File: src/hw/iesr_pkg.sv
// Purpose: Constants and types for the interrupt set-enable register block
// Assumes: One AHB-Lite slave, 32-bit data, word registers, core_clk at 100 MHz
// Notes:   Enable state for interrupts 0-49; number 39 and 12-14 are not built
//
// How it works
// - Writing one to an implemented set-enable bit turns that interrupt on.
// - Writing zero leaves the enable untouched; set-enable writes never disable.
// - Reading a set-enable register returns the present enable of each interrupt.
// - Low word bits 31-15,11-0 are interrupts 31-15,11-0; high word 17-8,6-0 are 49-40,38-32.
package iesr_pkg;

  ////////////////////////////////////////////////////////////////////////////
  // Register map
  localparam logic [11:0] IESR_SET_LOW_OFF  = 12'h000;
  localparam logic [11:0] IESR_SET_HIGH_OFF = 12'h004;
  localparam int          IESR_DEC_MSB      = 11;
  localparam logic [31:0] IESR_SET_LOW_RST  = 32'h0000_0000;
  localparam logic [31:0] IESR_SET_HIGH_RST = 32'h0000_0000;
  localparam logic [31:0] IESR_RD_UNMAPPED  = 32'h0000_0000;

  ////////////////////////////////////////////////////////////////////////////
  // Implemented positions
  localparam logic [31:0] IESR_IMPL_LOW  = 32'hffff_8fff;
  localparam logic [31:0] IESR_IMPL_HIGH = 32'h0003_ff7f;
  localparam logic [63:0] IESR_IMPL_ALL  = {IESR_IMPL_HIGH, IESR_IMPL_LOW};
  localparam int          IESR_NUM_IRQ   = 50;
  localparam int          IESR_HOLE_IRQ  = 39;

  ////////////////////////////////////////////////////////////////////////////
  // Bus encodings
  localparam logic [1:0] IESR_HTRANS_IDLE   = 2'h0;
  localparam logic [1:0] IESR_HTRANS_NONSEQ = 2'h2;
  localparam logic       IESR_HRESP_OKAY    = 1'h0;

  ////////////////////////////////////////////////////////////////////////////
  // Types
  typedef enum logic [1:0]
  {
    IESR_ST_IDLE  = 2'h0,
    IESR_ST_WRITE = 2'h2,
    IESR_ST_READ  = 2'h1
  } iesr_state_type;

  typedef struct packed
  {
    logic sel_high;
    logic sel_low;
  } iesr_sel_type;

endpackage : iesr_pkg

File: src/hw/iesr_bank.sv
// Purpose: Enable flip-flops, one per implemented interrupt position
// Assumes: Set and clear vectors are one-cycle pulses on core_clk
// Notes:   A set in the same cycle as a clear wins
`timescale 1ns/1ps

module iesr_bank
  import iesr_pkg::*;
(
  // Clock and reset
  input  wire logic        core_clk,
  input  wire logic        rst_n,
  // Set and clear pulses, low word in bits 31:0
  input  wire logic [63:0] set_bits,
  input  wire logic [63:0] clear_bits,
  // Enable state
  output logic      [63:0] enable_q
);

  ////////////////////////////////////////////////////////////////////////////
  // One cell per position; unbuilt positions are constant zero
  genvar i;
  generate
    for (i = 0; i < 64; i++)
    begin : g_cell
      if (IESR_IMPL_ALL[i])
      begin : g_impl
        logic en_q;
        logic en_d;
        always_comb
        begin
          en_d = en_q;
          if (clear_bits[i])
            en_d = 1'b0;
          if (set_bits[i])
            en_d = 1'b1;
        end
        always_ff @(posedge core_clk or negedge rst_n)
        begin
          if (!rst_n)
            en_q <= 1'b0;
          else
            en_q <= en_d;
        end
        // One driver per output bit, so no process shares the vector
        assign enable_q[i] = en_q;
      end
      else
      begin : g_hole
        assign enable_q[i] = 1'b0;
      end
    end
  endgenerate

endmodule : iesr_bank

File: src/hw/iesr_top.sv
// Purpose: AHB-Lite slave holding the two interrupt set-enable registers
// Assumes: Single slave on the bus, word transfers, core_clk at 100 MHz
// Notes:   Writes take no wait state; reads take one so data reflect prior writes
`timescale 1ns/1ps

module iesr_top
  import iesr_pkg::*;
(
  // Clock and reset
  input  wire logic                     core_clk,
  input  wire logic                     rst_n,
  // AHB-Lite slave
  input  wire logic                     hsel,
  input  wire logic [31:0]              haddr,
  input  wire logic [1:0]               htrans,
  input  wire logic                     hwrite,
  input  wire logic [2:0]               hsize,
  input  wire logic [31:0]              hwdata,
  input  wire logic                     hready,
  output logic                          hreadyout,
  output logic      [31:0]              hrdata,
  output logic                          hresp,
  // Clear pulses from the clear-enable side, indexed by interrupt number
  input  wire logic [IESR_NUM_IRQ-1:0]  irq_enable_clear_bits,
  // Enable state, indexed by interrupt number
  output logic      [IESR_NUM_IRQ-1:0]  irq_en
);

  ////////////////////////////////////////////////////////////////////////////
  // Bus state
  iesr_state_type  state_q;
  iesr_state_type  state_d;
  iesr_sel_type    sel_q;
  iesr_sel_type    sel_d;
  logic            hreadyout_q;
  logic            hreadyout_d;
  logic [31:0]     hrdata_q;
  logic [31:0]     hrdata_d;
  logic            hresp_q;
  logic            hresp_d;

  logic            addr_taken;
  iesr_sel_type    addr_sel;
  logic [63:0]     set_bits;
  logic [63:0]     clear_bits;
  logic [63:0]     enable_q;
  logic [31:0]     en_low;
  logic [31:0]     en_high;

  ////////////////////////////////////////////////////////////////////////////
  // Address phase decode
  // hsize is not checked: only word transfers are issued to this block
  assign addr_taken = hsel && htrans[1] && hready;

  always_comb
  begin
    addr_sel          = '0;
    addr_sel.sel_low  = (haddr[IESR_DEC_MSB:0] == IESR_SET_LOW_OFF);
    addr_sel.sel_high = (haddr[IESR_DEC_MSB:0] == IESR_SET_HIGH_OFF);
  end

  ////////////////////////////////////////////////////////////////////////////
  // Transfer sequencing
  always_comb
  begin
    state_d     = state_q;
    sel_d       = sel_q;
    hreadyout_d = hreadyout_q;
    hrdata_d    = hrdata_q;
    hresp_d     = IESR_HRESP_OKAY;
    case (state_q)
      IESR_ST_IDLE,
      IESR_ST_WRITE:
      begin
        hreadyout_d = 1'b1;
        state_d     = IESR_ST_IDLE;
        sel_d       = '0;
        if (addr_taken)
        begin
          sel_d = addr_sel;
          if (hwrite)
            state_d = IESR_ST_WRITE;
          else
          begin
            // Wait one cycle so a write in its data phase lands first
            state_d     = IESR_ST_READ;
            hreadyout_d = 1'b0;
          end
        end
      end
      IESR_ST_READ:
      begin
        hreadyout_d = 1'b1;
        state_d     = IESR_ST_IDLE;
        sel_d       = '0;
        if (sel_q.sel_low)
          hrdata_d = en_low;
        else if (sel_q.sel_high)
          hrdata_d = en_high;
        else
          hrdata_d = IESR_RD_UNMAPPED;
      end
      default:
      begin
        state_d     = IESR_ST_IDLE;
        sel_d       = '0;
        hreadyout_d = 1'b1;
      end
    endcase
  end

  always_ff @(posedge core_clk or negedge rst_n)
  begin
    if (!rst_n)
    begin
      state_q     <= IESR_ST_IDLE;
      sel_q       <= '0;
      hreadyout_q <= 1'b1;
      hrdata_q    <= IESR_RD_UNMAPPED;
      hresp_q     <= IESR_HRESP_OKAY;
    end
    else
    begin
      state_q     <= state_d;
      sel_q       <= sel_d;
      hreadyout_q <= hreadyout_d;
      hrdata_q    <= hrdata_d;
      hresp_q     <= hresp_d;
    end
  end

  assign hreadyout = hreadyout_q;
  assign hrdata    = hrdata_q;
  assign hresp     = hresp_q;

  ////////////////////////////////////////////////////////////////////////////
  // Enable state
  // A zero in hwdata produces no pulse, so a set-enable write cannot disable
  always_comb
  begin
    set_bits = '0;
    if (state_q == IESR_ST_WRITE && sel_q.sel_low)
      set_bits[31:0] = hwdata & IESR_IMPL_LOW;
    if (state_q == IESR_ST_WRITE && sel_q.sel_high)
      set_bits[63:32] = hwdata & IESR_IMPL_HIGH;
  end

  // Interrupt 39 has no cell, so its clear input is unused
  assign clear_bits = {14'h0000, irq_enable_clear_bits[49:40], 1'b0,
                       irq_enable_clear_bits[38:32], irq_enable_clear_bits[31:0]};

  iesr_bank i_iesr_bank
  (
    .core_clk   (core_clk),
    .rst_n      (rst_n),
    .set_bits   (set_bits),
    .clear_bits (clear_bits),
    .enable_q   (enable_q)
  );

  assign en_low  = enable_q[31:0];
  assign en_high = enable_q[63:32];
  assign irq_en  = {en_high[17:8], 1'b0, en_high[6:0], en_low};

  ////////////////////////////////////////////////////////////////////////////
  // Checks
  logic wr_low_stb;
  logic wr_high_stb;
  assign wr_low_stb  = (state_q == IESR_ST_WRITE) && sel_q.sel_low;
  assign wr_high_stb = (state_q == IESR_ST_WRITE) && sel_q.sel_high;
endmodule : iesr_top

File: config.mk
export PLATFORM = sky130hd
export DESIGN_NAME = iesr_top
export DESIGN_NICKNAME = d
export VERILOG_FILES = /design/src/hw/iesr_pkg.sv /design/src/hw/iesr_bank.sv /design/src/hw/iesr_top.sv
export SDC_FILE = /design/constraint.sdc
export NUM_CORES = 1
export LEC_CHECK = 0
export ABC_AREA = 0
export ABC_CLOCK_PERIOD_IN_PS = 1190
export BUFFER_PORTS_ARGS = -buffer_cell sky130_fd_sc_hd__buf_4
export CORE_MARGIN = 1
export CORE_UTILIZATION = 43
export CTS_BUF_LIST = sky130_fd_sc_hd__clkbuf_4 sky130_fd_sc_hd__clkbuf_8
export CTS_CLUSTER_DIAMETER = 50
export DETAILED_ROUTE_END_ITERATION = 7
export PLACE_DENSITY = 0.89
export RECOVER_POWER = 25
export SETUP_SLACK_MARGIN = 0.4
export SLEW_MARGIN = 20
export SYNTH_ARGS = -nofsm -noshare
export SYNTH_HDL_FRONTEND = slang
export SYNTH_HIERARCHICAL = 1
export SYNTH_SLANG_ARGS = --single-unit
File: constraint.sdc
create_clock -name core_clk -period 1.19 [get_ports core_clk]
set_input_delay 0.357 -clock core_clk [delete_from_list [all_inputs] [get_ports core_clk]]
set_output_delay 0.357 -clock core_clk [all_outputs]
set_load 0.05 [all_outputs]
After elaboration in Yosys (flattened, before gate mapping):

Cells that the tools add are included.

* input port bits: 124
* memories: 0
* output and inout bits: 84
* register bits: 83
* latch bits: 0
* bits in read-only memories: 0
* RAM bits: 0

* shift-type cells: 0
* multiply operators: 0
* muxes and demuxes: 104
* bitwise logic cells: 0
* equality and inequality tests: 3
* div/mod/pow operators: 0
* add/subtract/negate cells: 0
* reductions and logical operators: 53
* order comparisons: 0

Operators by type and width (count)
* 1-bit two-way mux: 95
* 2-bit nonzero test: 46
* 32-bit two-way mux: 2
* 18-bit two-way mux: 2
* 12-bit by 3-bit == test with 1-bit output (second input constant): 1
* 12-bit zero test: 1
* 2-bit two-way mux: 5
* 1-bit logical AND: 4
* 2-bit by 1-bit == test with 1-bit output (second input constant): 1
* 2-bit == test (second input constant): 1
* 2-bit zero test: 1
* 2-bit OR reduction: 1

Longest topological paths before layout:

* depth in word-level cells: 4
* gate-level depth with buffers: 6

By module:

The synthesis kept the hierarchy.

By module, submodules not included
* iesr_bank: area an instance 2153.3 um2, times used 1, cells each 203
* iesr_top: area an instance 1998.2 um2, times used 1, cells each 219

Worst setup path before layout:

Ideal clock, no wire load.

* path kind: flip-flop to flip-flop
* start: register sel_q[0] in the netlist's numbering
* end: register i_iesr_bank.g_cell[21].g_impl.en_q
* data required time: 1.072 ns
* period minus slack after synthesis: 1.298 ns
* data arrival time: 1.180 ns
* setup slack: -0.108 ns
* cell stages (with the launch flop): 7
* cell sequence: dfrtp_1 > buf_6 > and3b_1 > buf_6 > buf_6 > and2_1 > a21o_1

* cells in the longest elaborated chain, start to end: 3
* elaborated cells on any way between the ends: 4
* those cells by class: mux (2); reduce/logical (2)

Ends and longest elaborated chain
* start: declaration: line iesr_top.sv:33 `iesr_sel_type sel_q;`
* start signal: assignment: line iesr_top.sv:125 `sel_q <= sel_d;`
* 1-bit logical AND *
* 32-bit two-way mux *: line iesr_top.sv:142 `if (state_q == IESR_ST_WRITE && sel_q.sel_low)`
* net set_bits[21]: line iesr_top.sv:44 `logic [63:0] set_bits;`
* 1-bit two-way mux or 2-bit nonzero test (tied branches)
* end signal: assignment: line iesr_bank.sv:42 `en_q <= en_d;`
* end: declaration: line iesr_bank.sv:27 `logic en_q;`

The timed path passes the listed nets; every way through them passes the cells marked *.
A chain may end at the register's enable or synchronous reset.

Final worst setup path:

* start: register state_q[0]
* end: register hrdata_q[14] (netlist: hrdata[14])

* cells in the longest elaborated chain, start to end: 1

Ends and longest elaborated chain
* start: declaration: line iesr_top.sv:31 `iesr_state_type state_q;`
* start signal: assignment: line iesr_top.sv:124 `state_q <= state_d;`
* 2-bit by 1-bit == test with 1-bit output: line iesr_top.sv:71 `case (state_q)`
* end signal: assignment: line iesr_top.sv:127 `hrdata_q <= hrdata_d;`
* end: declaration: line iesr_top.sv:37 `logic [31:0] hrdata_q;`

No other way between the ends.

==> summary.txt <==
Cells and area
  • Area delta synth->final: 77.6%
  • ANT cells: 0
  • Layout cells sized above 1: approximately two thirds
  • Total Nets Final: about 800

Detailed routing
  • Drt via density: 4.89
  • DR vias: around 3900
  • Drt drc: 0
  • DRT iter0 DRCs: between 100 and 150
  • Drt total wl: 14.6 mm
  • Drt pass-1 iters: 4
  • ANT nets after route: 0
  • Avg WL per Cell: 18.4 microns

Floorplanning
  • Die ar.: 10100 sq um
  • Die X: between 100 and 150 microns
  • Die H: 100 microns
  • Rows: 35
  • Initial Util: between 40% and 50%
  • Top Ports: about 210
  • Area of the core: slightly above 9000 sq um

Pwr
  • Sequential Power Share: 41.7%
  • LEAKAGE: slightly above 4 nW
  • Switching power total: about 2.7 mW
  • PwrDens: ~1100 nW/um^2
  • Combinational power share: roughly a third
  • Sw frac: between 30 and 40%
  • Pint: roughly 5.2 mW
  • Peak VDD IR: just over 700 uV
  • Power share of the clock group: 26.2%

Yosys
  • Syn. warnings: 6
  • Sequential area share after synthesis: around 50%
  • Syn Area/Cell: a little under 10 sq um
  • Cell taking the most area after synthesis: dfrtp_1
  • Mapped cell area: around 4200 sq um
  • Number of flops mapped to enable cells by yosys: 0
  • Post-synth ARST share: between 90% and 100%
  • #FFs+latches synth: slightly above 80
  • Post-synthesis instance total: about 420
  • Count leader, synth: dfrtp_1
  • Synth area leaders: dfrtp_1 49%, buf_4 13%, a21o_1 8.3%
  • Synth unique cells: 26
  • Post-synth top cells: 82 x dfrtp_1, 70 x buf_4, 48 x inv_1
  • Yosys top cell area share: about half
  • Most common flop cell mapped by yosys: dfrtp_1

Critical path
  • Required time of the critical path: ~1.5 ns
  • R2R Setup Slk: -0.21 ns
  • CP Launch Type: flop
  • RR Startpoint: state_q[0]$_DFF_PN0_
  • CP Capture Type: flop
  • Arr. time, crit path: 1.67 ns
  • Reg2reg end: hrdata[14]$_DFFE_PN0N_
  • Critical Path Sink: hrdata[14]$_DFFE_PN0N_
  • Crit path launch: state_q[0]$_DFF_PN0_
  • R2R cell count: 7
  • Crit Path Max Fanout: 5
  • Crit path kind: reg -> reg

Status
  • Outcome: finished, violations left
  • Failing checks: negative setup slack

Global route
  • Largest net degree at the start of global routing: 24
  • Initial antenna violation count: 0
  • Wire length of the first global-routing pass: 21.4 mm
  • GR Overflow Total: 0
  • Vias in the first global route: 4268
  • All-Layer GR Usage: roughly 28%

Clocking
  • CTS tree: built
  • Clk slew on worst S/H paths: 0.09 ns
  • Clock buffer depth: 2
  • Root Driver: clkbuf_8
  • H-tree levels: 3
  • CTS sink cnt: 83
  • Cts bufs inserted: 9
  • Clk_lat worst skew: about 0.35 ns

Placed design
  • RePlAce Congestion: just over 0.8
  • IO Port Bufs: around 170
  • Final HPWL DP: about 7.6 mm
  • Pre-CTS WS: -0.0640 ns

Min path
  • Hold WC Path Type: in -> async

STA
  • Period utilization: 118%
  • Worst-Margin Slew: just over 0.6 ns
  • Final setup vio count: around 160
  • Setup TNS: -15.57 ns
  • Final min period: around 1.4 ns
  • Setup WS post-layout: -0.211 ns
  • Final Hold Fails: 0
  • RSZ-0062 raised after global routing: true
  • Final Skew: about 0.013 ns
  • Max Transition Viols Final: 0
  • Rel. slew slack: 58.5%
  • Fmax: 714 MHz

Flow run
  • Total of max-cap violations: 0
-- layer usage --
metal  global-route usage (%)  wire [microns]  vias up
met1                     28.2            5030     1925
met2                     55.0            8290      153
met5                        0               0        -
met3                     5.85             795       42
li1                         -               -     1770
met4                     13.5             534        0
-- cell families after synthesis --
family / Yosys count / synth area share [%]
AO/OA/AOI/OAI: 109 / 17.8
buffers and inverters: 133 / 19.2
AND/OR/NAND/NOR: 95 / 12.7
flip-flops: 83 / 50.1
other: 2 / 0.181
-- worst max-delay path: stages (launching register included) --
cell and delay, ns:
dfrtp_1 0.42, buf_4 0.13, nor2b_4 0.24, buf_6 0.16, buf_12 0.10, buf_16 0.12, nor2_2 0.04, a21oi_1 0.11
-- power groups by stage --
| stage | logic [mW] | registers, mW | clock network [mW] |
|---|---|---|---|
| after floorplan | 0.346 | 4.07 | 0 |
| after global placement | 1.86 | 3.26 | 0 |
| after detailed placement | 1.90 | 3.28 | 0 |
| after CTS | 2.23 | 3.29 | 2.06 |
| after global routing | 2.64 | 3.30 | 2.23 |
| final | 2.53 | 3.28 | 2.06 |
-- placed cells by master, fill, tap and decap left out, types with 15 or more instances in the layout --
master,count
conb_1,20
a21o_1,46
buf_6,86
and2_4,46
a22oi_2,18
dfrtp_2,32
a21oi_2,18
inv_1,47
buf_4,178
dfrtp_1,50
nor2_1,15
-- worst min-delay path by stage --
stage / to / slack, ns
final: hrdata[26]$_DFFE_PN0N_ / 0.004
after global routing: hrdata[27]$_DFFE_PN0N_ / 0.02
after CTS: hrdata[26]$_DFFE_PN0N_ / -0.11
after detailed placement: i_iesr_bank/g_cell[27].g_impl.en_q$_DFFE_PN0P_ / 0.27
after global placement: i_iesr_bank/g_cell[27].g_impl.en_q$_DFFE_PN0P_ / 0.27
after floorplan: hrdata[0]$_DFFE_PN0N_ / 0.06
-- metrics by stage --
step / hold slack, ns / total power [mW] / util, % / cells / area, sq um
global placement: 0.273 / 5.12 / 58.5 / 677 / 5430
detailed placement: 0.273 / 5.17 / 58.5 / 677 / 5430
CTS: -0.111 / 7.57 / 75.5 / 765 / 7010
floorplan: 0.0614 / 4.42 / - / 440 / 4550
finish: 0.00421 / 7.87 / 79.4 / 795 / 7370
global route: 0.0187 / 8.18 / 79.4 / 795 / 7370
-- repair_timing --
| action | 4_1_cts | 5_1_grt |
|---|---|---|
| setup buffers | 61 | 29 |
| endpoints found under the hold margin | 14 | 14 |
| resized for setup | 167 | 37 |
| pin swaps | 30 | 12 |
| endpoints found under the setup margin | 162 | 162 |
| gates cloned | 11 | 1 |
-- area by class of cell --
cell class	count	area, sq um
Multi-Input combinational cell	224	1770
Clock buffer	11	139
Fill cell	548	1910
Inverter	48	180
Timing Repair Buffer	295	2950
Tap cell	129	161
Clock inverter	5	55.1
Sequential cell	83	2120
-- flip-flops by register name, indices dropped and copies added (netlist names) --
name / count
i_iesr_bank/g_cell.g_impl.en_q: 46
hrdata: 32
sel_q: 2
state_q: 2
hreadyout: 1
Power figures use the tool's default switching activity.
